==> config.mk <==
export PLATFORM = sky130hd
export DESIGN_NAME = tmsd_top
export DESIGN_NICKNAME = d
export VERILOG_FILES = /design/src/include/tmsd_pkg.sv /design/src/include/tmsd_mode_if.sv /design/src/rtl/tmsd_mode_decoder.sv /design/src/rtl/tmsd_top.sv
export SDC_FILE = /design/constraint.sdc
export NUM_CORES = 1
export LEC_CHECK = 0
export BUFFER_PORTS_ARGS = -buffer_cell sky130_fd_sc_hd__buf_2
export CAP_MARGIN = 20
export CORE_UTILIZATION = 25
export CTS_CLUSTER_SIZE = 28
export DETAILED_ROUTE_END_ITERATION = 10
export PLACE_DENSITY = 0.63
export SETUP_SLACK_MARGIN = 0.05
export SYNTH_ARGS = -nofsm -noshare
export SYNTH_HDL_FRONTEND = slang
export SYNTH_HIERARCHICAL = 1
export SYNTH_SLANG_ARGS = --single-unit
==> constraint.sdc <==
create_clock -name clock_in -period 2.6 [get_ports clock_in]
set_input_delay 0.39 -clock clock_in [delete_from_list [all_inputs] [get_ports clock_in]]
set_output_delay 0.39 -clock clock_in [all_outputs]
set_load 0.02 [all_outputs]
==> src/include/tmsd_pkg.sv <==
// constants and types for the test mode strap decoder
package tmsd_pkg;

    // operating and test modes
    typedef enum logic [2:0] {
        TMSD_MODE_NORMAL,
        TMSD_MODE_TEST_ROM,
        TMSD_MODE_OSC_BYPASS,
        TMSD_MODE_OSC_TEST,
        TMSD_MODE_ICE,
        TMSD_MODE_SYS_TEST
    } tmsd_mode_e;

    // boot bus width codes
    typedef enum logic [1:0] {
        TMSD_BOOT_32,
        TMSD_BOOT_8,
        TMSD_BOOT_16
    } tmsd_boot_e;

    localparam int          TMSD_ADDR_W       = 4;
    localparam int          TMSD_DATA_W       = 32;
    localparam int          TMSD_STRB_W       = 4;

    // register byte offsets
    localparam logic [3:0]  TMSD_OFF_STATUS   = 4'h0;
    localparam logic [3:0]  TMSD_OFF_CTRL     = 4'h4;
    localparam logic [3:0]  TMSD_OFF_STRAP    = 4'h8;

    // status fields
    localparam int          TMSD_ST_MODE_LSB  = 0;
    localparam int          TMSD_ST_BOOT_LSB  = 3;
    localparam int          TMSD_ST_PINTEST   = 5;
    localparam int          TMSD_ST_FROZEN    = 6;
    localparam int          TMSD_ST_TSEL0     = 7;
    localparam int          TMSD_ST_TSEL1     = 8;

    // control fields and reset value
    localparam int          TMSD_CTRL_PINTEST = 0;
    localparam logic        TMSD_CTRL_RST     = 1'b0;

    // captured strap fields
    localparam int          TMSD_SP_MEDCHG    = 0;
    localparam int          TMSD_SP_PE0       = 1;
    localparam int          TMSD_SP_PE1       = 2;
    localparam int          TMSD_SP_URESET    = 3;

    // port A pins driving the PLL under oscillator/PLL test
    localparam int          TMSD_PA_PLLBP     = 0;
    localparam int          TMSD_PA_PLLON     = 3;
    localparam int          TMSD_PA_XTLON     = 4;
    localparam int          TMSD_PA_TSEL      = 5;

    // column pins carrying clocks under oscillator/PLL test
    localparam int          TMSD_COL_RTCCLK   = 0;
    localparam int          TMSD_COL_CLK1HZ   = 1;
    localparam int          TMSD_COL_OSC36    = 2;
    localparam int          TMSD_COL_CLK576K  = 4;
    localparam int          TMSD_COL_VREF     = 6;

    localparam logic [1:0]  TMSD_RESP_OKAY    = 2'h0;
    localparam logic [1:0]  TMSD_RESP_SLVERR  = 2'h2;

endpackage : tmsd_pkg

==> src/include/tmsd_mode_if.sv <==
// strap and test-select levels in, decoded mode out
`timescale 1ns/1ns
interface tmsd_mode_if;
    logic                  media_change_strap_n;
    logic                  port_e_bit0_strap;
    logic                  port_e_bit1_strap;
    logic                  user_reset_strap_n;
    logic                  test_select0_n;
    logic                  test_select1_n;
    tmsd_pkg::tmsd_mode_e  mode;
    tmsd_pkg::tmsd_boot_e  boot;

    modport src (output media_change_strap_n, port_e_bit0_strap, port_e_bit1_strap,
                 user_reset_strap_n, test_select0_n, test_select1_n, input mode, boot);
    modport dec (input media_change_strap_n, port_e_bit0_strap, port_e_bit1_strap,
                 user_reset_strap_n, test_select0_n, test_select1_n, output mode, boot);
endinterface : tmsd_mode_if

==> src/rtl/tmsd_mode_decoder.sv <==
// combinational mode and boot width decoder
`timescale 1ns/1ns
module tmsd_mode_decoder (
    tmsd_mode_if.dec  mif
);

    always_comb begin
        mif.mode = tmsd_pkg::TMSD_MODE_NORMAL;
        // test selects are live levels
        case ({mif.test_select0_n, mif.test_select1_n})
            2'b11: begin
                if (mif.media_change_strap_n) begin
                    mif.mode = tmsd_pkg::TMSD_MODE_NORMAL;
                end else begin
                    mif.mode = tmsd_pkg::TMSD_MODE_TEST_ROM;
                end
            end
            2'b10: begin
                mif.mode = tmsd_pkg::TMSD_MODE_OSC_BYPASS;
            end
            2'b01: begin
                // latched user reset high here is undefined: fall back to normal
                if (!mif.user_reset_strap_n) begin
                    mif.mode = tmsd_pkg::TMSD_MODE_OSC_TEST;
                end else begin
                    mif.mode = tmsd_pkg::TMSD_MODE_NORMAL;
                end
            end
            default: begin
                if (mif.user_reset_strap_n) begin
                    mif.mode = tmsd_pkg::TMSD_MODE_ICE;
                end else begin
                    mif.mode = tmsd_pkg::TMSD_MODE_SYS_TEST;
                end
            end
        endcase
    end

    always_comb begin
        mif.boot = tmsd_pkg::TMSD_BOOT_32;
        case ({mif.port_e_bit1_strap, mif.port_e_bit0_strap})
            2'b01:   mif.boot = tmsd_pkg::TMSD_BOOT_8;
            2'b10:   mif.boot = tmsd_pkg::TMSD_BOOT_16;
            default: mif.boot = tmsd_pkg::TMSD_BOOT_32;
        endcase
    end

endmodule : tmsd_mode_decoder

==> src/rtl/tmsd_top.sv <==
// test mode strap decoder with AXI4-Lite status and control
//
// Summary of operation
// - After release strap pins are free; captured strap values stay fixed, mode follows the live selects.
// - Both selects high, media strap high: normal boot, width from port E straps.
// - Both selects high, media strap low: alternative test ROM boot, other straps ignored.
// - Select 0 high, select 1 low: oscillator/PLL bypass, all straps ignored.
// - Select 0 low, select 1 high, user reset strap low: oscillator/PLL test.
// - Both selects low: emulation if user reset strap high, else system test.
// - System test places every output buffer in high impedance.
// - Input-pin drivers enabled only while pin test is active.
// - Oscillator/PLL test repurposes port A and column pins for test signals.
// - System test disables buffers asynchronously, internal state untouched.
// - Debug logic enabled only in emulation mode.
// - Bypass disables oscillators and PLL; crystal pins become direct clock inputs.
// - Oscillator/PLL test holds logic static except ripple counter and clock chain.
`timescale 1ns/1ns
module tmsd_top #(
    parameter int NUM_PADS    = 8,
    parameter int NUM_IN_PINS = 8,
    parameter int PORT_A_W    = 8,
    parameter int COL_W       = 8
) (
    input  wire logic                                 clock_in,
    input  wire logic                                 nrst_in,
    // straps and test selects
    input  wire logic                                 media_change_strap_n_in,
    input  wire logic                                 port_e_bit0_strap_in,
    input  wire logic                                 port_e_bit1_strap_in,
    input  wire logic                                 user_reset_strap_n_in,
    input  wire logic                                 test_select0_n_in,
    input  wire logic                                 test_select1_n_in,
    // AXI4-Lite slave
    input  wire logic [tmsd_pkg::TMSD_ADDR_W-1:0]     s_axi_awaddr_in,
    input  wire logic                                 s_axi_awvalid_in,
    output logic                                      s_axi_awready_out,
    input  wire logic [tmsd_pkg::TMSD_DATA_W-1:0]     s_axi_wdata_in,
    input  wire logic [tmsd_pkg::TMSD_STRB_W-1:0]     s_axi_wstrb_in,
    input  wire logic                                 s_axi_wvalid_in,
    output logic                                      s_axi_wready_out,
    output logic [1:0]                                s_axi_bresp_out,
    output logic                                      s_axi_bvalid_out,
    input  wire logic                                 s_axi_bready_in,
    input  wire logic [tmsd_pkg::TMSD_ADDR_W-1:0]     s_axi_araddr_in,
    input  wire logic                                 s_axi_arvalid_in,
    output logic                                      s_axi_arready_out,
    output logic [tmsd_pkg::TMSD_DATA_W-1:0]          s_axi_rdata_out,
    output logic [1:0]                                s_axi_rresp_out,
    output logic                                      s_axi_rvalid_out,
    input  wire logic                                 s_axi_rready_in,
    // pad driver enables
    input  wire logic [NUM_PADS-1:0]                  pad_core_oe_in,
    output logic      [NUM_PADS-1:0]                  pad_oe_out,
    input  wire logic [NUM_IN_PINS-1:0]               in_pin_core_oe_in,
    output logic      [NUM_IN_PINS-1:0]               in_pin_oe_out,
    // decoded mode
    output logic [2:0]                                mode_out,
    output logic [1:0]                                boot_width_out,
    output logic                                      test_rom_boot_out,
    output logic                                      in_circuit_emulation_mode_out,
    output logic                                      debug_enable_out,
    output logic                                      system_test_out,
    // clock block control
    output logic                                      osc_enable_out,
    output logic                                      pll_enable_out,
    output logic                                      ext_clock_direct_out,
    output logic                                      core_clock_hold_out,
    output logic                                      ripple_rtc_run_out,
    // oscillator/PLL test pin multiplexing
    input  wire logic [PORT_A_W-1:0]                  port_a_in,
    output logic                                      pll_test_sel_out,
    output logic                                      pll_xtal_on_out,
    output logic                                      pll_on_out,
    output logic                                      pll_bypass_out,
    input  wire logic [COL_W-1:0]                     col_func_in,
    input  wire logic                                 rtc_osc_clk_in,
    input  wire logic                                 rtc_1hz_clk_in,
    input  wire logic                                 pll_main_clk_in,
    input  wire logic                                 clk_576k_in,
    input  wire logic                                 pll_vref_clk_in,
    output logic      [COL_W-1:0]                     col_out
);

    localparam int RIDX_W = 2;
    localparam logic [RIDX_W-1:0] RIDX_STATUS = 2'h0;
    localparam logic [RIDX_W-1:0] RIDX_CTRL   = 2'h1;
    localparam logic [RIDX_W-1:0] RIDX_STRAP  = 2'h2;
    localparam logic [RIDX_W-1:0] RIDX_NONE   = 2'h3;

    // strap capture
    logic        straps_frozen_q;
    logic [3:0]  strap_q;
    logic [3:0]  strap_live;
    logic [3:0]  strap_eff;

    assign strap_live[tmsd_pkg::TMSD_SP_MEDCHG] = media_change_strap_n_in;
    assign strap_live[tmsd_pkg::TMSD_SP_PE0]    = port_e_bit0_strap_in;
    assign strap_live[tmsd_pkg::TMSD_SP_PE1]    = port_e_bit1_strap_in;
    assign strap_live[tmsd_pkg::TMSD_SP_URESET] = user_reset_strap_n_in;

    // cleared by reset, set at the first edge after release
    always_ff @(posedge clock_in or negedge nrst_in) begin
        if (!nrst_in) begin
            straps_frozen_q <= 1'b0;
        end else begin
            straps_frozen_q <= 1'b1;
        end
    end

    // no reset: tracks the pins until frozen, last sample at the first edge after release
    always_ff @(posedge clock_in) begin
        if (!straps_frozen_q) begin
            strap_q <= strap_live;
        end
    end

    // while reset is held the pins decode directly; afterwards only the capture
    assign strap_eff = straps_frozen_q ? strap_q : strap_live;

    // mode decode
    tmsd_mode_if mif ();

    assign mif.media_change_strap_n = strap_eff[tmsd_pkg::TMSD_SP_MEDCHG];
    assign mif.port_e_bit0_strap    = strap_eff[tmsd_pkg::TMSD_SP_PE0];
    assign mif.port_e_bit1_strap    = strap_eff[tmsd_pkg::TMSD_SP_PE1];
    assign mif.user_reset_strap_n   = strap_eff[tmsd_pkg::TMSD_SP_URESET];
    assign mif.test_select0_n       = test_select0_n_in;
    assign mif.test_select1_n       = test_select1_n_in;

    tmsd_mode_decoder u_decoder (
        .mif (mif)
    );

    logic is_normal;
    logic is_sys_test;
    logic is_osc_test;
    logic is_bypass;
    logic is_ice;
    logic pin_test_active;
    logic ctrl_pin_test_q;

    assign is_normal   = (mif.mode == tmsd_pkg::TMSD_MODE_NORMAL);
    assign is_sys_test = (mif.mode == tmsd_pkg::TMSD_MODE_SYS_TEST);
    assign is_osc_test = (mif.mode == tmsd_pkg::TMSD_MODE_OSC_TEST);
    assign is_bypass   = (mif.mode == tmsd_pkg::TMSD_MODE_OSC_BYPASS);
    assign is_ice      = (mif.mode == tmsd_pkg::TMSD_MODE_ICE);

    assign pin_test_active = ctrl_pin_test_q && !is_sys_test;

    // pure combinational path from the live selects: no clock involved
    assign pad_oe_out    = is_sys_test ? '0 : pad_core_oe_in;
    assign in_pin_oe_out = pin_test_active ? in_pin_core_oe_in : '0;

    assign mode_out                      = 3'(mif.mode);
    assign boot_width_out                = is_normal ? 2'(mif.boot) : 2'(tmsd_pkg::TMSD_BOOT_32);
    assign test_rom_boot_out             = (mif.mode == tmsd_pkg::TMSD_MODE_TEST_ROM);
    assign in_circuit_emulation_mode_out = is_ice;
    assign debug_enable_out              = is_ice;
    assign system_test_out               = is_sys_test;
    assign osc_enable_out                = !is_bypass;
    assign pll_enable_out                = !is_bypass;
    assign ext_clock_direct_out          = is_bypass;
    assign core_clock_hold_out           = is_osc_test;
    assign ripple_rtc_run_out            = 1'b1;

    // oscillator/PLL test pin multiplexing
    logic [3:0]       pll_ctl_q;
    logic [COL_W-1:0] col_d;
    logic [COL_W-1:0] col_q;

    // port A select, crystal and PLL-on bits are inverted so an all-zero port gives the PLL its default state
    always_ff @(posedge clock_in or negedge nrst_in) begin
        if (!nrst_in) begin
            pll_ctl_q <= 4'h0;
        end else if (is_osc_test) begin
            pll_ctl_q <= {~port_a_in[tmsd_pkg::TMSD_PA_TSEL],
                          ~port_a_in[tmsd_pkg::TMSD_PA_XTLON],
                          ~port_a_in[tmsd_pkg::TMSD_PA_PLLON],
                          port_a_in[tmsd_pkg::TMSD_PA_PLLBP]};
        end else begin
            pll_ctl_q <= 4'h0;
        end
    end

    assign pll_test_sel_out = pll_ctl_q[3];
    assign pll_xtal_on_out  = pll_ctl_q[2];
    assign pll_on_out       = pll_ctl_q[1];
    assign pll_bypass_out   = pll_ctl_q[0];

    always_comb begin
        col_d = col_func_in;
        if (is_osc_test) begin
            col_d[tmsd_pkg::TMSD_COL_RTCCLK]  = rtc_osc_clk_in;
            col_d[tmsd_pkg::TMSD_COL_CLK1HZ]  = rtc_1hz_clk_in;
            col_d[tmsd_pkg::TMSD_COL_OSC36]   = pll_main_clk_in;
            col_d[tmsd_pkg::TMSD_COL_CLK576K] = clk_576k_in;
            col_d[tmsd_pkg::TMSD_COL_VREF]    = pll_vref_clk_in;
        end
    end

    always_ff @(posedge clock_in or negedge nrst_in) begin
        if (!nrst_in) begin
            col_q <= '0;
        end else begin
            col_q <= col_d;
        end
    end

    assign col_out = col_q;

    // AXI4-Lite slave
    function automatic logic [RIDX_W-1:0] reg_index(input logic [tmsd_pkg::TMSD_ADDR_W-1:0] addr);
        if (addr == tmsd_pkg::TMSD_OFF_STATUS) begin
            return RIDX_STATUS;
        end else if (addr == tmsd_pkg::TMSD_OFF_CTRL) begin
            return RIDX_CTRL;
        end else if (addr == tmsd_pkg::TMSD_OFF_STRAP) begin
            return RIDX_STRAP;
        end else begin
            return RIDX_NONE;
        end
    endfunction : reg_index

    logic                              aw_hold_q;
    logic [tmsd_pkg::TMSD_ADDR_W-1:0]  awaddr_q;
    logic                              w_hold_q;
    logic [tmsd_pkg::TMSD_DATA_W-1:0]  wdata_q;
    logic [tmsd_pkg::TMSD_STRB_W-1:0]  wstrb_q;
    logic                              bvalid_q;
    logic [1:0]                        bresp_q;
    logic                              rvalid_q;
    logic [1:0]                        rresp_q;
    logic [tmsd_pkg::TMSD_DATA_W-1:0]  rdata_q;
    logic                              do_write;
    logic                              ctrl_hit;

    assign s_axi_awready_out = !aw_hold_q && !bvalid_q;
    assign s_axi_wready_out  = !w_hold_q && !bvalid_q;
    assign s_axi_bvalid_out  = bvalid_q;
    assign s_axi_bresp_out   = bresp_q;
    assign s_axi_arready_out = !rvalid_q;
    assign s_axi_rvalid_out  = rvalid_q;
    assign s_axi_rresp_out   = rresp_q;
    assign s_axi_rdata_out   = rdata_q;

    assign do_write = aw_hold_q && w_hold_q;
    assign ctrl_hit = do_write && (reg_index(awaddr_q) == RIDX_CTRL);

    // address and data are taken in either order and held until both exist
    always_ff @(posedge clock_in or negedge nrst_in) begin
        if (!nrst_in) begin
            aw_hold_q <= 1'b0;
            awaddr_q  <= '0;
        end else if (s_axi_awvalid_in && s_axi_awready_out) begin
            aw_hold_q <= 1'b1;
            awaddr_q  <= s_axi_awaddr_in;
        end else if (do_write) begin
            aw_hold_q <= 1'b0;
        end
    end

    always_ff @(posedge clock_in or negedge nrst_in) begin
        if (!nrst_in) begin
            w_hold_q <= 1'b0;
            wdata_q  <= '0;
            wstrb_q  <= '0;
        end else if (s_axi_wvalid_in && s_axi_wready_out) begin
            w_hold_q <= 1'b1;
            wdata_q  <= s_axi_wdata_in;
            wstrb_q  <= s_axi_wstrb_in;
        end else if (do_write) begin
            w_hold_q <= 1'b0;
        end
    end

    always_ff @(posedge clock_in or negedge nrst_in) begin
        if (!nrst_in) begin
            bvalid_q <= 1'b0;
            bresp_q  <= tmsd_pkg::TMSD_RESP_OKAY;
        end else if (do_write) begin
            bvalid_q <= 1'b1;
            bresp_q  <= (reg_index(awaddr_q) == RIDX_NONE) ? tmsd_pkg::TMSD_RESP_SLVERR
                                                           : tmsd_pkg::TMSD_RESP_OKAY;
        end else if (s_axi_bready_in) begin
            bvalid_q <= 1'b0;
        end
    end

    // status and strap registers are read-only; writes to them are ignored
    always_ff @(posedge clock_in or negedge nrst_in) begin
        if (!nrst_in) begin
            ctrl_pin_test_q <= tmsd_pkg::TMSD_CTRL_RST;
        end else if (ctrl_hit && wstrb_q[0]) begin
            ctrl_pin_test_q <= wdata_q[tmsd_pkg::TMSD_CTRL_PINTEST];
        end
    end

    logic [tmsd_pkg::TMSD_DATA_W-1:0] status_word;
    logic [tmsd_pkg::TMSD_DATA_W-1:0] read_word;

    always_comb begin
        status_word = '0;
        status_word[tmsd_pkg::TMSD_ST_MODE_LSB +: 3] = mode_out;
        status_word[tmsd_pkg::TMSD_ST_BOOT_LSB +: 2] = boot_width_out;
        status_word[tmsd_pkg::TMSD_ST_PINTEST]       = pin_test_active;
        status_word[tmsd_pkg::TMSD_ST_FROZEN]        = straps_frozen_q;
        status_word[tmsd_pkg::TMSD_ST_TSEL0]         = test_select0_n_in;
        status_word[tmsd_pkg::TMSD_ST_TSEL1]         = test_select1_n_in;
    end

    always_comb begin
        read_word = '0;
        case (reg_index(s_axi_araddr_in))
            RIDX_STATUS: read_word = status_word;
            RIDX_CTRL:   read_word[tmsd_pkg::TMSD_CTRL_PINTEST] = ctrl_pin_test_q;
            RIDX_STRAP:  read_word[3:0] = strap_eff;
            default:     read_word = '0;
        endcase
    end

    always_ff @(posedge clock_in or negedge nrst_in) begin
        if (!nrst_in) begin
            rvalid_q <= 1'b0;
            rresp_q  <= tmsd_pkg::TMSD_RESP_OKAY;
            rdata_q  <= '0;
        end else if (s_axi_arvalid_in && s_axi_arready_out) begin
            rvalid_q <= 1'b1;
            rdata_q  <= read_word;
            rresp_q  <= (reg_index(s_axi_araddr_in) == RIDX_NONE) ? tmsd_pkg::TMSD_RESP_SLVERR
                                                                  : tmsd_pkg::TMSD_RESP_OKAY;
        end else if (s_axi_rready_in) begin
            rvalid_q <= 1'b0;
        end
    end

endmodule : tmsd_top

==> reports/summary.json, run 1 <==
{
  "clock_tree": {
    "cts.reportedPaths.clkPinSlew_ns": 0.07,
    "cts_tree": "done",
    "clk_root_buffer_cell": "sky130_fd_sc_hd__clkbuf_8",
    "cts.htree.levels": 2,
    "cts_inserted_buffers": 5,
    "postCtsHoldBufs": 0,
    "clock-sinks": 39,
    "worst_skew_pair_latency_ns": 0.28,
    "clk_path_buf_depth": 2
  },
  "logic_synthesis": {
    "ys_ff_latch": 39,
    "netlist_area_sq_um": 2000,
    "synthesis.area_per_instance_sq_um": 11.6,
    "synthesis.yosys.warnings": 6,
    "count_of_unique_library_cells_instantiated_by_yosys": 38,
    "proportion_of_synthesized_chip_area_in_sequential_cells_pct": 47.8,
    "netlist_instances": 172
  },
  "placement": {
    "placed_cells": 379,
    "gp_congestion": 0.688,
    "dp_hpwl_mm": 3.41,
    "port-buffer-count": 112,
    "place_area_sq_um": 2540
  },
  "setup_path": {
    "critical_path.endpoint_type": "output port",
    "worst-setup-path-type": "reg2out",
    "critical_path.reg2reg.startpoint": "straps_frozen_q",
    "critical_path.max_fanout": 18,
    "setup.worst_path.start": "straps_frozen_q",
    "timing.critical_path.arrival_ns": 2.04,
    "timing.reg2reg.setup_slack_ns": 0.67,
    "cp.required_ns": 2.21,
    "worstSetupStartpointType": "flip-flop"
  },
  "die": {
    "placement_rows": 32,
    "floorplan.die.width_um": 91.5,
    "fp.dieArea_sq_um": 8360,
    "initial_core_util_pct": 25.9,
    "fp.dieH_um": 91.5,
    "ios": 177,
    "core-area_sq_um": 7730
  },
  "global_routing": {
    "gr-total-overflow": 0,
    "via_count_of_the_first_global_routing_pass": 1403,
    "global_route.usage.total_pct": 10.2,
    "antenna_found_initial": 0,
    "grt_start_max_net_pins": 36,
    "grt_first_pass_wirelength_mm": 6.82
  },
  "sta": {
    "setup_viol_count_final": 0,
    "fin_worst_skew_ns": 0.00429,
    "setup_repair_after_global_routing_missed_its_margin": "true",
    "timing.final.crit_share_pct": 93.6,
    "worst_max_slew_pin_slew_ns": 0.783,
    "timing.slew.headroom_pct": 47.8,
    "period_needed_ns": 2.43,
    "final_hold_viol_count": 0,
    "finalSetupTns_ns": 0,
    "slew_violations": 0,
    "final_hold_slack_ns": 0.187,
    "max_freq_ghz": 0.411
  },
  "run": {
    "drv.max_cap_violation_count": 0
  },
  "pwr": {
    "p_sw_share_pct": 35.1,
    "p_leak_nw": 1.49,
    "p_per_area_nw_per_um2": 688,
    "power_report.internal_total_mw": 1.17,
    "p_switching_uw": 634,
    "irDropWorstVdd_mv": 0.383,
    "clock_power_share_pct": 21.2,
    "combinational_cell_fraction_of_total_power_pct": 34.2,
    "sequentialPowerShare_pct": 44.6
  },
  "status": {
    "outcome": "complete, no violations"
  },
  "routing": {
    "final_antenna_net_count": 0,
    "drt_pre_antenna_iters": 4,
    "detailedRoute.firstIterationViolations": 23,
    "wl_per_cell_um": 11.0,
    "post-route-drc-count": 0,
    "drt-total-wl_mm": 4.26,
    "via_count": 1543,
    "vias_per_cell": 3.99
  },
  "finish": {
    "syn2layout_area_growth_pct": 31.3,
    "final_layout_size_suffix_gt1_share_pct": 51.9,
    "post-route-cell-area_sq_um": 2630,
    "layout.cells.most_common": "sky130_fd_sc_hd__buf_2",
    "final_layout_net_count": 378,
    "layout.cells.most_common_list": "sky130_fd_sc_hd__buf_2, sky130_fd_sc_hd__dfrtp_1, sky130_fd_sc_hd__conb_1",
    "antenna_cells": 0,
    "final_cell_count_no_fill": 387
  },
  "worst_hold_path": {
    "class_of_the_tightest_hold_or_removal_check": "in2async"
  }
}
-- state kept, by name, indices dropped and copies added, names as in the netlist --
signal / count
aw_hold_q: 1
awaddr_q: 4
col_out: 8
ctrl_pin_test_q: 1
pll_ctl_q: 4
s_axi_bresp_out: 1
s_axi_bvalid_out: 1
s_axi_rdata_out: 9
s_axi_rresp_out: 1
s_axi_rvalid_out: 1
strap_q: 4
straps_frozen_q: 1
w_hold_q: 1
wdata_q: 1
wstrb_q: 1
-- cell families after synthesis --
| family | after synthesis | share of synthesized area, % |
|---|---|---|
| AO/OA/AOI/OAI | 19 | 6.38 |
| buffers and inverters | 41 | 14.4 |
| multiplexers | 21 | 13.5 |
| flip-flops | 39 | 47.8 |
| AND/OR/NAND/NOR | 50 | 17.5 |
| other | 2 | 0.375 |
-- critical path, stage by stage (launching register included) --
cell and delay [ns]:
sky130_fd_sc_hd__dfrtp_2 0.44, sky130_fd_sc_hd__mux2_2 0.28, sky130_fd_sc_hd__nor2_1 0.05, sky130_fd_sc_hd__mux2_4 0.32, sky130_fd_sc_hd__nand3b_4 0.27, sky130_fd_sc_hd__and3_1 0.24
sky130_fd_sc_hd__buf_2 0.15
-- power by group through the flow --
stage	Combinational (mW)	Clock, mW	Sequential, mW
after floorplan	0.442	0	0.837
after global placement	0.616	0	0.818
after detailed placement	0.625	0	0.819
after CTS	0.626	0.400	0.808
after global routing	0.671	0.428	0.829
final	0.618	0.383	0.806
-- cell type report --
type / instances / area, sq um
clock buffers: 7 / 76.3
clock inverters: 1 / 5.00
fillers: 830 / 5100
inverters: 6 / 22.5
multi-input cells: 117 / 856
flip-flops and latches: 39 / 957
well taps: 102 / 128
repair buffers: 115 / 583
-- synthesized netlist by cell type --
library cell | count | area (sq um)
sky130_fd_sc_hd__and2_1 | 10 | 62.6
sky130_fd_sc_hd__inv_2 | 1 | 3.75
sky130_fd_sc_hd__nand2_1 | 9 | 33.8
sky130_fd_sc_hd__nand3b_4 | 2 | 40.0
sky130_fd_sc_hd__nand3_1 | 1 | 5.00
sky130_fd_sc_hd__clkbuf_1 | 1 | 3.75
sky130_fd_sc_hd__nor3b_1 | 2 | 15.0
sky130_fd_sc_hd__a32o_1 | 1 | 10.0
sky130_fd_sc_hd__mux2i_1 | 3 | 30.0
sky130_fd_sc_hd__dfxtp_1 | 4 | 80.1
sky130_fd_sc_hd__a22o_1 | 4 | 35.0
sky130_fd_sc_hd__conb_1 | 2 | 7.51
sky130_fd_sc_hd__buf_8 | 1 | 15.0
sky130_fd_sc_hd__nor2_1 | 7 | 26.3
sky130_fd_sc_hd__o22ai_1 | 1 | 6.26
sky130_fd_sc_hd__inv_1 | 5 | 18.8
sky130_fd_sc_hd__o21ai_0 | 5 | 25.0
sky130_fd_sc_hd__a211oi_1 | 2 | 15.0
sky130_fd_sc_hd__o21ai_1 | 4 | 20.0
sky130_fd_sc_hd__dfrtp_1 | 35 | 876
sky130_fd_sc_hd__buf_4 | 28 | 210
sky130_fd_sc_hd__a21o_1 | 1 | 7.51
sky130_fd_sc_hd__mux2_1 | 1 | 11.3
sky130_fd_sc_hd__nand3b_1 | 1 | 7.51
sky130_fd_sc_hd__nor3_1 | 1 | 5.00
sky130_fd_sc_hd__a32oi_1 | 1 | 8.76
sky130_fd_sc_hd__nor3_4 | 1 | 16.3
sky130_fd_sc_hd__nand2b_1 | 1 | 6.26
sky130_fd_sc_hd__buf_6 | 2 | 22.5
sky130_fd_sc_hd__nor4_2 | 1 | 12.5
sky130_fd_sc_hd__and3_1 | 8 | 50.1
sky130_fd_sc_hd__or3b_1 | 1 | 8.76
sky130_fd_sc_hd__buf_2 | 3 | 15.0
sky130_fd_sc_hd__mux2_2 | 7 | 78.8
sky130_fd_sc_hd__nor2b_1 | 2 | 12.5
sky130_fd_sc_hd__mux2_4 | 10 | 150
sky130_fd_sc_hd__nor3b_4 | 1 | 18.8
sky130_fd_sc_hd__nor4b_2 | 2 | 30.0
-- per-stage QoR --
stage	power, mW	setup WS [ns]	util (%)
2_1_floorplan	1.28	0.203	-
3_3_place_gp	1.43	0.387	32.9
3_5_place_dp	1.44	0.352	32.9
4_1_cts	1.83	0.113	34.0
5_1_grt	1.93	0.0486	34.0
6_report	1.81	0.166	34.0
-- metal layers --
metal	vias to the layer above	routed length (um)	GRT usage [%]
met5	-	0	0
met3	5	343	3.69
met2	68	2050	16.7
li1	750	-	-
met1	720	1850	12.8
met4	0	26	2.38
-- repair_timing --
item / CTS / global route
gates resized for setup: 1 / 1
setup buffers: 0 / 0
endpoints found under the setup margin: 10 / 12
-- final timing paths --
path,endpoint,cells past startpoint
max,in_pin_oe_out[0],6
min,s_axi_rdata_out[7],1
max reg2reg,col_out[6],5
min reg2reg,s_axi_rresp_out[1],2
max in group asynchronous,straps_frozen_q,1
min in group clock_in,col_out[3],1
Power figures use the tool's default switching activity.
==> inputs of run 2 (changes only) <==
- MAX_ROUTING_LAYER: default -> met4
==> reports/summary.json, run 2 (same netlist as run 1, synthesis figures left out) <==
{
  "sta": {
    "timing.slew.headroom_pct": 47.6,
    "setup_repair_after_global_routing_missed_its_margin": "true",
    "slew_violations": 0,
    "final_hold_viol_count": 0,
    "worst_max_slew_pin_slew_ns": 0.786,
    "max_freq_ghz": 0.411,
    "setup_viol_count_final": 0,
    "finalSetupTns_ns": 0,
    "period_needed_ns": 2.43,
    "fin_worst_skew_ns": 0.00442,
    "timing.final.crit_share_pct": 93.6
  },
  "die": {
    "initial_core_util_pct": 25.9,
    "fp.dieH_um": 91.5,
    "floorplan.die.width_um": 91.5,
    "fp.dieArea_sq_um": 8360,
    "ios": 177,
    "placement_rows": 32,
    "core-area_sq_um": 7730
  },
  "pwr": {
    "combinational_cell_fraction_of_total_power_pct": 34.2,
    "power_report.internal_total_mw": 1.17,
    "power_after_layout_mw": 1.81,
    "p_per_area_nw_per_um2": 688,
    "clock_power_share_pct": 21.2,
    "p_switching_uw": 634,
    "irDropWorstVdd_mv": 0.384,
    "p_sw_share_pct": 35.1,
    "sequentialPowerShare_pct": 44.6,
    "p_leak_nw": 1.49
  },
  "clock_tree": {
    "cts.reportedPaths.clkPinSlew_ns": 0.07,
    "clk_path_buf_depth": 2,
    "worst_skew_pair_latency_ns": 0.28,
    "clock-sinks": 39,
    "cts.htree.levels": 2,
    "cts_tree": "done",
    "cts_inserted_buffers": 5,
    "clk_root_buffer_cell": "sky130_fd_sc_hd__clkbuf_8",
    "postCtsSetupBuffers": 0,
    "postCtsHoldBufs": 0
  },
  "placement": {
    "dp_hpwl_mm": 3.41,
    "gp_congestion": 0.696,
    "port-buffer-count": 112,
    "place_area_sq_um": 2540
  },
  "setup_path": {
    "reg2regPathDepth": 5,
    "crit-reg2reg-capture": "col_out[6]",
    "critical_path.reg2reg.startpoint": "straps_frozen_q",
    "timing.critical_path.arrival_ns": 2.04,
    "critical-path-max-stage-delay_ns": 0.44,
    "timing.reg2reg.setup_slack_ns": 0.68,
    "cp.required_ns": 2.21,
    "critical_path.cell_chain": "mux2_2 -> nor2_1 -> mux2_4 -> nand3b_4 -> and3_1 -> buf_2",
    "worst-setup-path-type": "reg2out",
    "setup.worst_path.start": "straps_frozen_q",
    "timing.critical_path.slowest_stage_cell": "sky130_fd_sc_hd__dfrtp_2",
    "worstSetupStartpointType": "flip-flop",
    "critical_path.endpoint_type": "output port",
    "critical_path.max_fanout": 18
  },
  "finish": {
    "syn2layout_area_growth_pct": 31.3,
    "largest_register_ffs": 9,
    "layout.cells.most_common_list": "sky130_fd_sc_hd__buf_2, sky130_fd_sc_hd__dfrtp_1, sky130_fd_sc_hd__conb_1",
    "n_fill_cell": 830,
    "final_layout_net_count": 378,
    "regArea_sq_um": 957,
    "layout.cells.most_common": "sky130_fd_sc_hd__buf_2",
    "multi_input_gate_area_in_the_final_layout_sq_um": 856,
    "antenna_cells": 0,
    "post-route-cell-area_sq_um": 2630,
    "final_layout_size_suffix_gt1_share_pct": 51.9
  },
  "routing": {
    "drt_pre_antenna_iters": 4,
    "route.top_layer_used": "met4",
    "post-route-drc-count": 0,
    "dr_wl_met3_um": 334,
    "vias_per_cell": 3.98,
    "wl_met2_mm": 2.06,
    "via_count": 1541,
    "detailedRoute.firstIterationViolations": 31,
    "final_antenna_net_count": 0,
    "wl_per_cell_um": 11.0,
    "wl_met1_mm": 1.83,
    "drt-total-wl_mm": 4.25
  },
  "worst_hold_path": {
    "class_of_the_tightest_hold_or_removal_check": "in2async"
  },
  "global_routing": {
    "grt_first_pass_wirelength_mm": 6.81,
    "grt_start_max_net_pins": 36,
    "global_route.usage.total_pct": 10.5,
    "antenna_found_initial": 0,
    "gr-total-overflow": 0,
    "via_count_of_the_first_global_routing_pass": 1403
  },
  "run": {
    "drv.max_cap_violation_count": 0
  },
  "status": {
    "outcome": "complete, no violations"
  }
}
[run 2: metrics by stage]
stage / hold slack [ns] / std cells / utilization (%) / setup WS (ns)
after floorplan: 0.0944 / 197 / - / 0.203
after global placement: 0.461 / 379 / 32.9 / 0.387
after detailed placement: 0.468 / 379 / 32.9 / 0.352
after CTS: 0.196 / 387 / 34.0 / 0.113
after global routing: 0.192 / 387 / 34.0 / 0.0486
final: 0.188 / 387 / 34.0 / 0.166
[run 2: what timing repair did]
item,4_1_cts,5_1_grt
gates resized for setup,1,1
pin swaps,0,0
endpoints found under the setup margin,10,12
[run 2: worst max-delay path: cells and delay by family (launching register included)]
family / cells / cell delay, ns
mux: 2 / 0.60
flops: 1 / 0.44
simple gates: 3 / 0.56
buf+inv: 1 / 0.15
[run 2: layout make-up]
cell class | count | share of cell area, %
clock buffers | 7 | 2.90
well taps | 102 | 4.86
inverters | 6 | 0.857
repair buffers | 115 | 22.2
multi-input cells | 117 | 32.6
flip-flops and latches | 39 | 36.4
clock inverters | 1 | 0.190
[run 2: worst max path at each step]
stage                                                to  slack, ns  depth (start not counted)
after floorplan           in_circuit_emulation_mode_out       0.20                          6
after global placement                 in_pin_oe_out[2]       0.39                          5
after detailed placement               in_pin_oe_out[0]       0.35                          5
after CTS                          ext_clock_direct_out       0.11                          6
after global routing                   in_pin_oe_out[7]       0.05                          6
final                                  in_pin_oe_out[0]       0.17                          6
[run 2: power groups by stage]
stage               Combinational (mW)  Clock [mW]  Sequential [mW]
floorplan                        0.442           0            0.837
global placement                 0.616           0            0.818
detailed placement               0.625           0            0.819
CTS                              0.626       0.400            0.808
global route                     0.671       0.428            0.829
finish                           0.618       0.383            0.806
[run 2: routing by layer]
layer	track usage (%)	vias up
li1	-	749
met3	3.52	5
met2	16.7	68
met4	2.38	0
met1	12.9	719
met5	-	-
==> inputs of run 3 (changes only) <==
- SETUP_SLACK_MARGIN: 0.05 -> 0.4
==> reports/summary.json, run 3 (same netlist as run 1, synthesis figures left out) <==
{
  "clock_tree": {
    "worst_skew_pair_latency_ns": 0.28,
    "clk_root_buffer_cell": "sky130_fd_sc_hd__clkbuf_8",
    "postCtsHoldBufs": 0,
    "cts.reportedPaths.clkPinSlew_ns": 0.07,
    "cts_tree": "done",
    "clk_path_buf_depth": 2,
    "clock-sinks": 39,
    "cts.htree.levels": 2,
    "cts_inserted_buffers": 5
  },
  "sta": {
    "slew_violations": 0,
    "period_needed_ns": 2.34,
    "finalSetupTns_ns": 0,
    "timing.slew.headroom_pct": 48.1,
    "setup_repair_after_global_routing_missed_its_margin": "true",
    "max_freq_ghz": 0.427,
    "final_hold_viol_count": 0,
    "setup_viol_count_final": 0,
    "timing.final.crit_share_pct": 90.1,
    "fin_worst_skew_ns": 0.00463,
    "worst_max_slew_pin_slew_ns": 0.779
  },
  "placement": {
    "dp_hpwl_mm": 3.41,
    "port-buffer-count": 112,
    "placed_cells": 379,
    "gp_congestion": 0.696
  },
  "die": {
    "ios": 177,
    "floorplan.die.width_um": 91.5,
    "fp.dieArea_sq_um": 8360,
    "fp.dieH_um": 91.5,
    "core-area_sq_um": 7730,
    "initial_core_util_pct": 25.9,
    "placement_rows": 32
  },
  "routing": {
    "post-route-drc-count": 0,
    "detailedRoute.firstIterationViolations": 20,
    "vias_per_cell": 4.06,
    "drt_pre_antenna_iters": 4,
    "drt-total-wl_mm": 4.64,
    "via_count": 1610,
    "wl_per_cell_um": 11.7,
    "final_antenna_net_count": 0
  },
  "worst_hold_path": {
    "class_of_the_tightest_hold_or_removal_check": "in2async"
  },
  "setup_path": {
    "critical_path.endpoint_type": "output port",
    "worstSetupStartpointType": "flip-flop",
    "path_delay_family": "multiplexers",
    "critical_path.reg2reg.startpoint": "straps_frozen_q",
    "crit-reg2reg-capture": "col_out[6]",
    "worstPathBufferInverterCount": 2,
    "critical-path-max-stage-delay_ns": 0.44,
    "timing.reg2reg.setup_slack_ns": 0.68,
    "reg2regPathDepth": 6,
    "setup.worst_path.start": "straps_frozen_q",
    "critPathMostFrequentCell": "sky130_fd_sc_hd__mux2_4",
    "worst-setup-path-type": "reg2out",
    "timing.critical_path.arrival_ns": 1.95,
    "timing.critical_path.slowest_stage_cell": "sky130_fd_sc_hd__dfrtp_2",
    "critical_path.max_fanout": 6,
    "cp.required_ns": 2.21,
    "critical_path.cell_chain": "mux2_4 -> nor2_2 -> mux2_4 -> buf_6 -> nor4b_4 -> buf_4"
  },
  "pwr": {
    "p_leak_nw": 1.60,
    "power_after_layout_mw": 1.87,
    "irDropWorstVdd_mv": 0.384,
    "p_per_area_nw_per_um2": 659
  },
  "finish": {
    "final_cell_count_no_fill": 397,
    "largest_register_ffs": 9,
    "layout.cells.most_common_list": "sky130_fd_sc_hd__buf_2, sky130_fd_sc_hd__dfrtp_1, sky130_fd_sc_hd__conb_1",
    "final_layout_net_count": 388,
    "antenna_cells": 0,
    "final_layout_size_suffix_gt1_share_pct": 56.3,
    "layout.cells.most_common": "sky130_fd_sc_hd__buf_2",
    "n_fill_cell": 810,
    "syn2layout_area_growth_pct": 41.8
  },
  "global_routing": {
    "grt_first_pass_wirelength_mm": 7.29,
    "via_count_of_the_first_global_routing_pass": 1473,
    "global_route.usage.total_pct": 11.4,
    "grt_start_max_net_pins": 36,
    "gr-total-overflow": 0,
    "antenna_found_initial": 0
  },
  "status": {
    "outcome": "complete, no violations"
  },
  "run": {
    "drv.max_cap_violation_count": 0
  }
}
==> run 3: cell types whose count changed in the layout (fill, tap and decap cells not counted), sizes merged <==
cell    delta
buf        +9
nand3b     +1
==> run 3: how the worst max path moves through the flow <==
stage / endpoint / slack, ns / depth (start not counted)
final: boot_width_out[0] / 0.26 / 6
after detailed placement: in_pin_oe_out[0] / 0.35 / 5
after global routing: boot_width_out[1] / 0.18 / 6
after CTS: boot_width_out[1] / 0.25 / 6
after global placement: in_pin_oe_out[2] / 0.39 / 5
after floorplan: in_circuit_emulation_mode_out / 0.20 / 6
==> run 3: routing by layer <==
layer / global-route usage (%) / routed length, um / up-vias
li1: - / - / 772
met1: 14.2 / 1980 / 763
met2: 18.3 / 2280 / 70
met3: 3.52 / 353 / 5
met4: 2.38 / 25 / 0
met5: - / 0 / -
==> run 3: metrics by stage <==
| step | utilization (%) | area, sq um | setup WS [ns] | hold slack, ns |
|---|---|---|---|---|
| after CTS | 36.3 | 2810 | 0.245 | 0.196 |
| final | 36.7 | 2840 | 0.256 | 0.183 |
| after global placement | 32.9 | 2540 | 0.387 | 0.461 |
| after floorplan | - | 2090 | 0.203 | 0.0944 |
| after global routing | 36.7 | 2840 | 0.177 | 0.190 |
| after detailed placement | 32.9 | 2540 | 0.352 | 0.468 |
==> run 3: layout make-up <==
type	count	area (sq um)	share of cell area, %
sequential	39	957	33.7
multi-input combinational	118	931	32.8
timing repair buffer	124	717	25.3
tap	102	128	4.50
clock buffer	7	76.3	2.69
inverter	6	22.5	0.794
clock inverter	1	5.00	0.176
==> run 3: timing repair <==
action | CTS | global route
gates resized for setup | 30 | 6
setup endpoints to repair | 27 | 27
gates cloned | 1 | 0
setup buffers | 8 | 1
pin swaps | 5 | 3
==> run 3: report_power, final <==
part	internal, mW	switching (mW)
registers	0.720	0.0870
clock network	0.188	0.197
logic	0.305	0.372
total	1.21	0.656
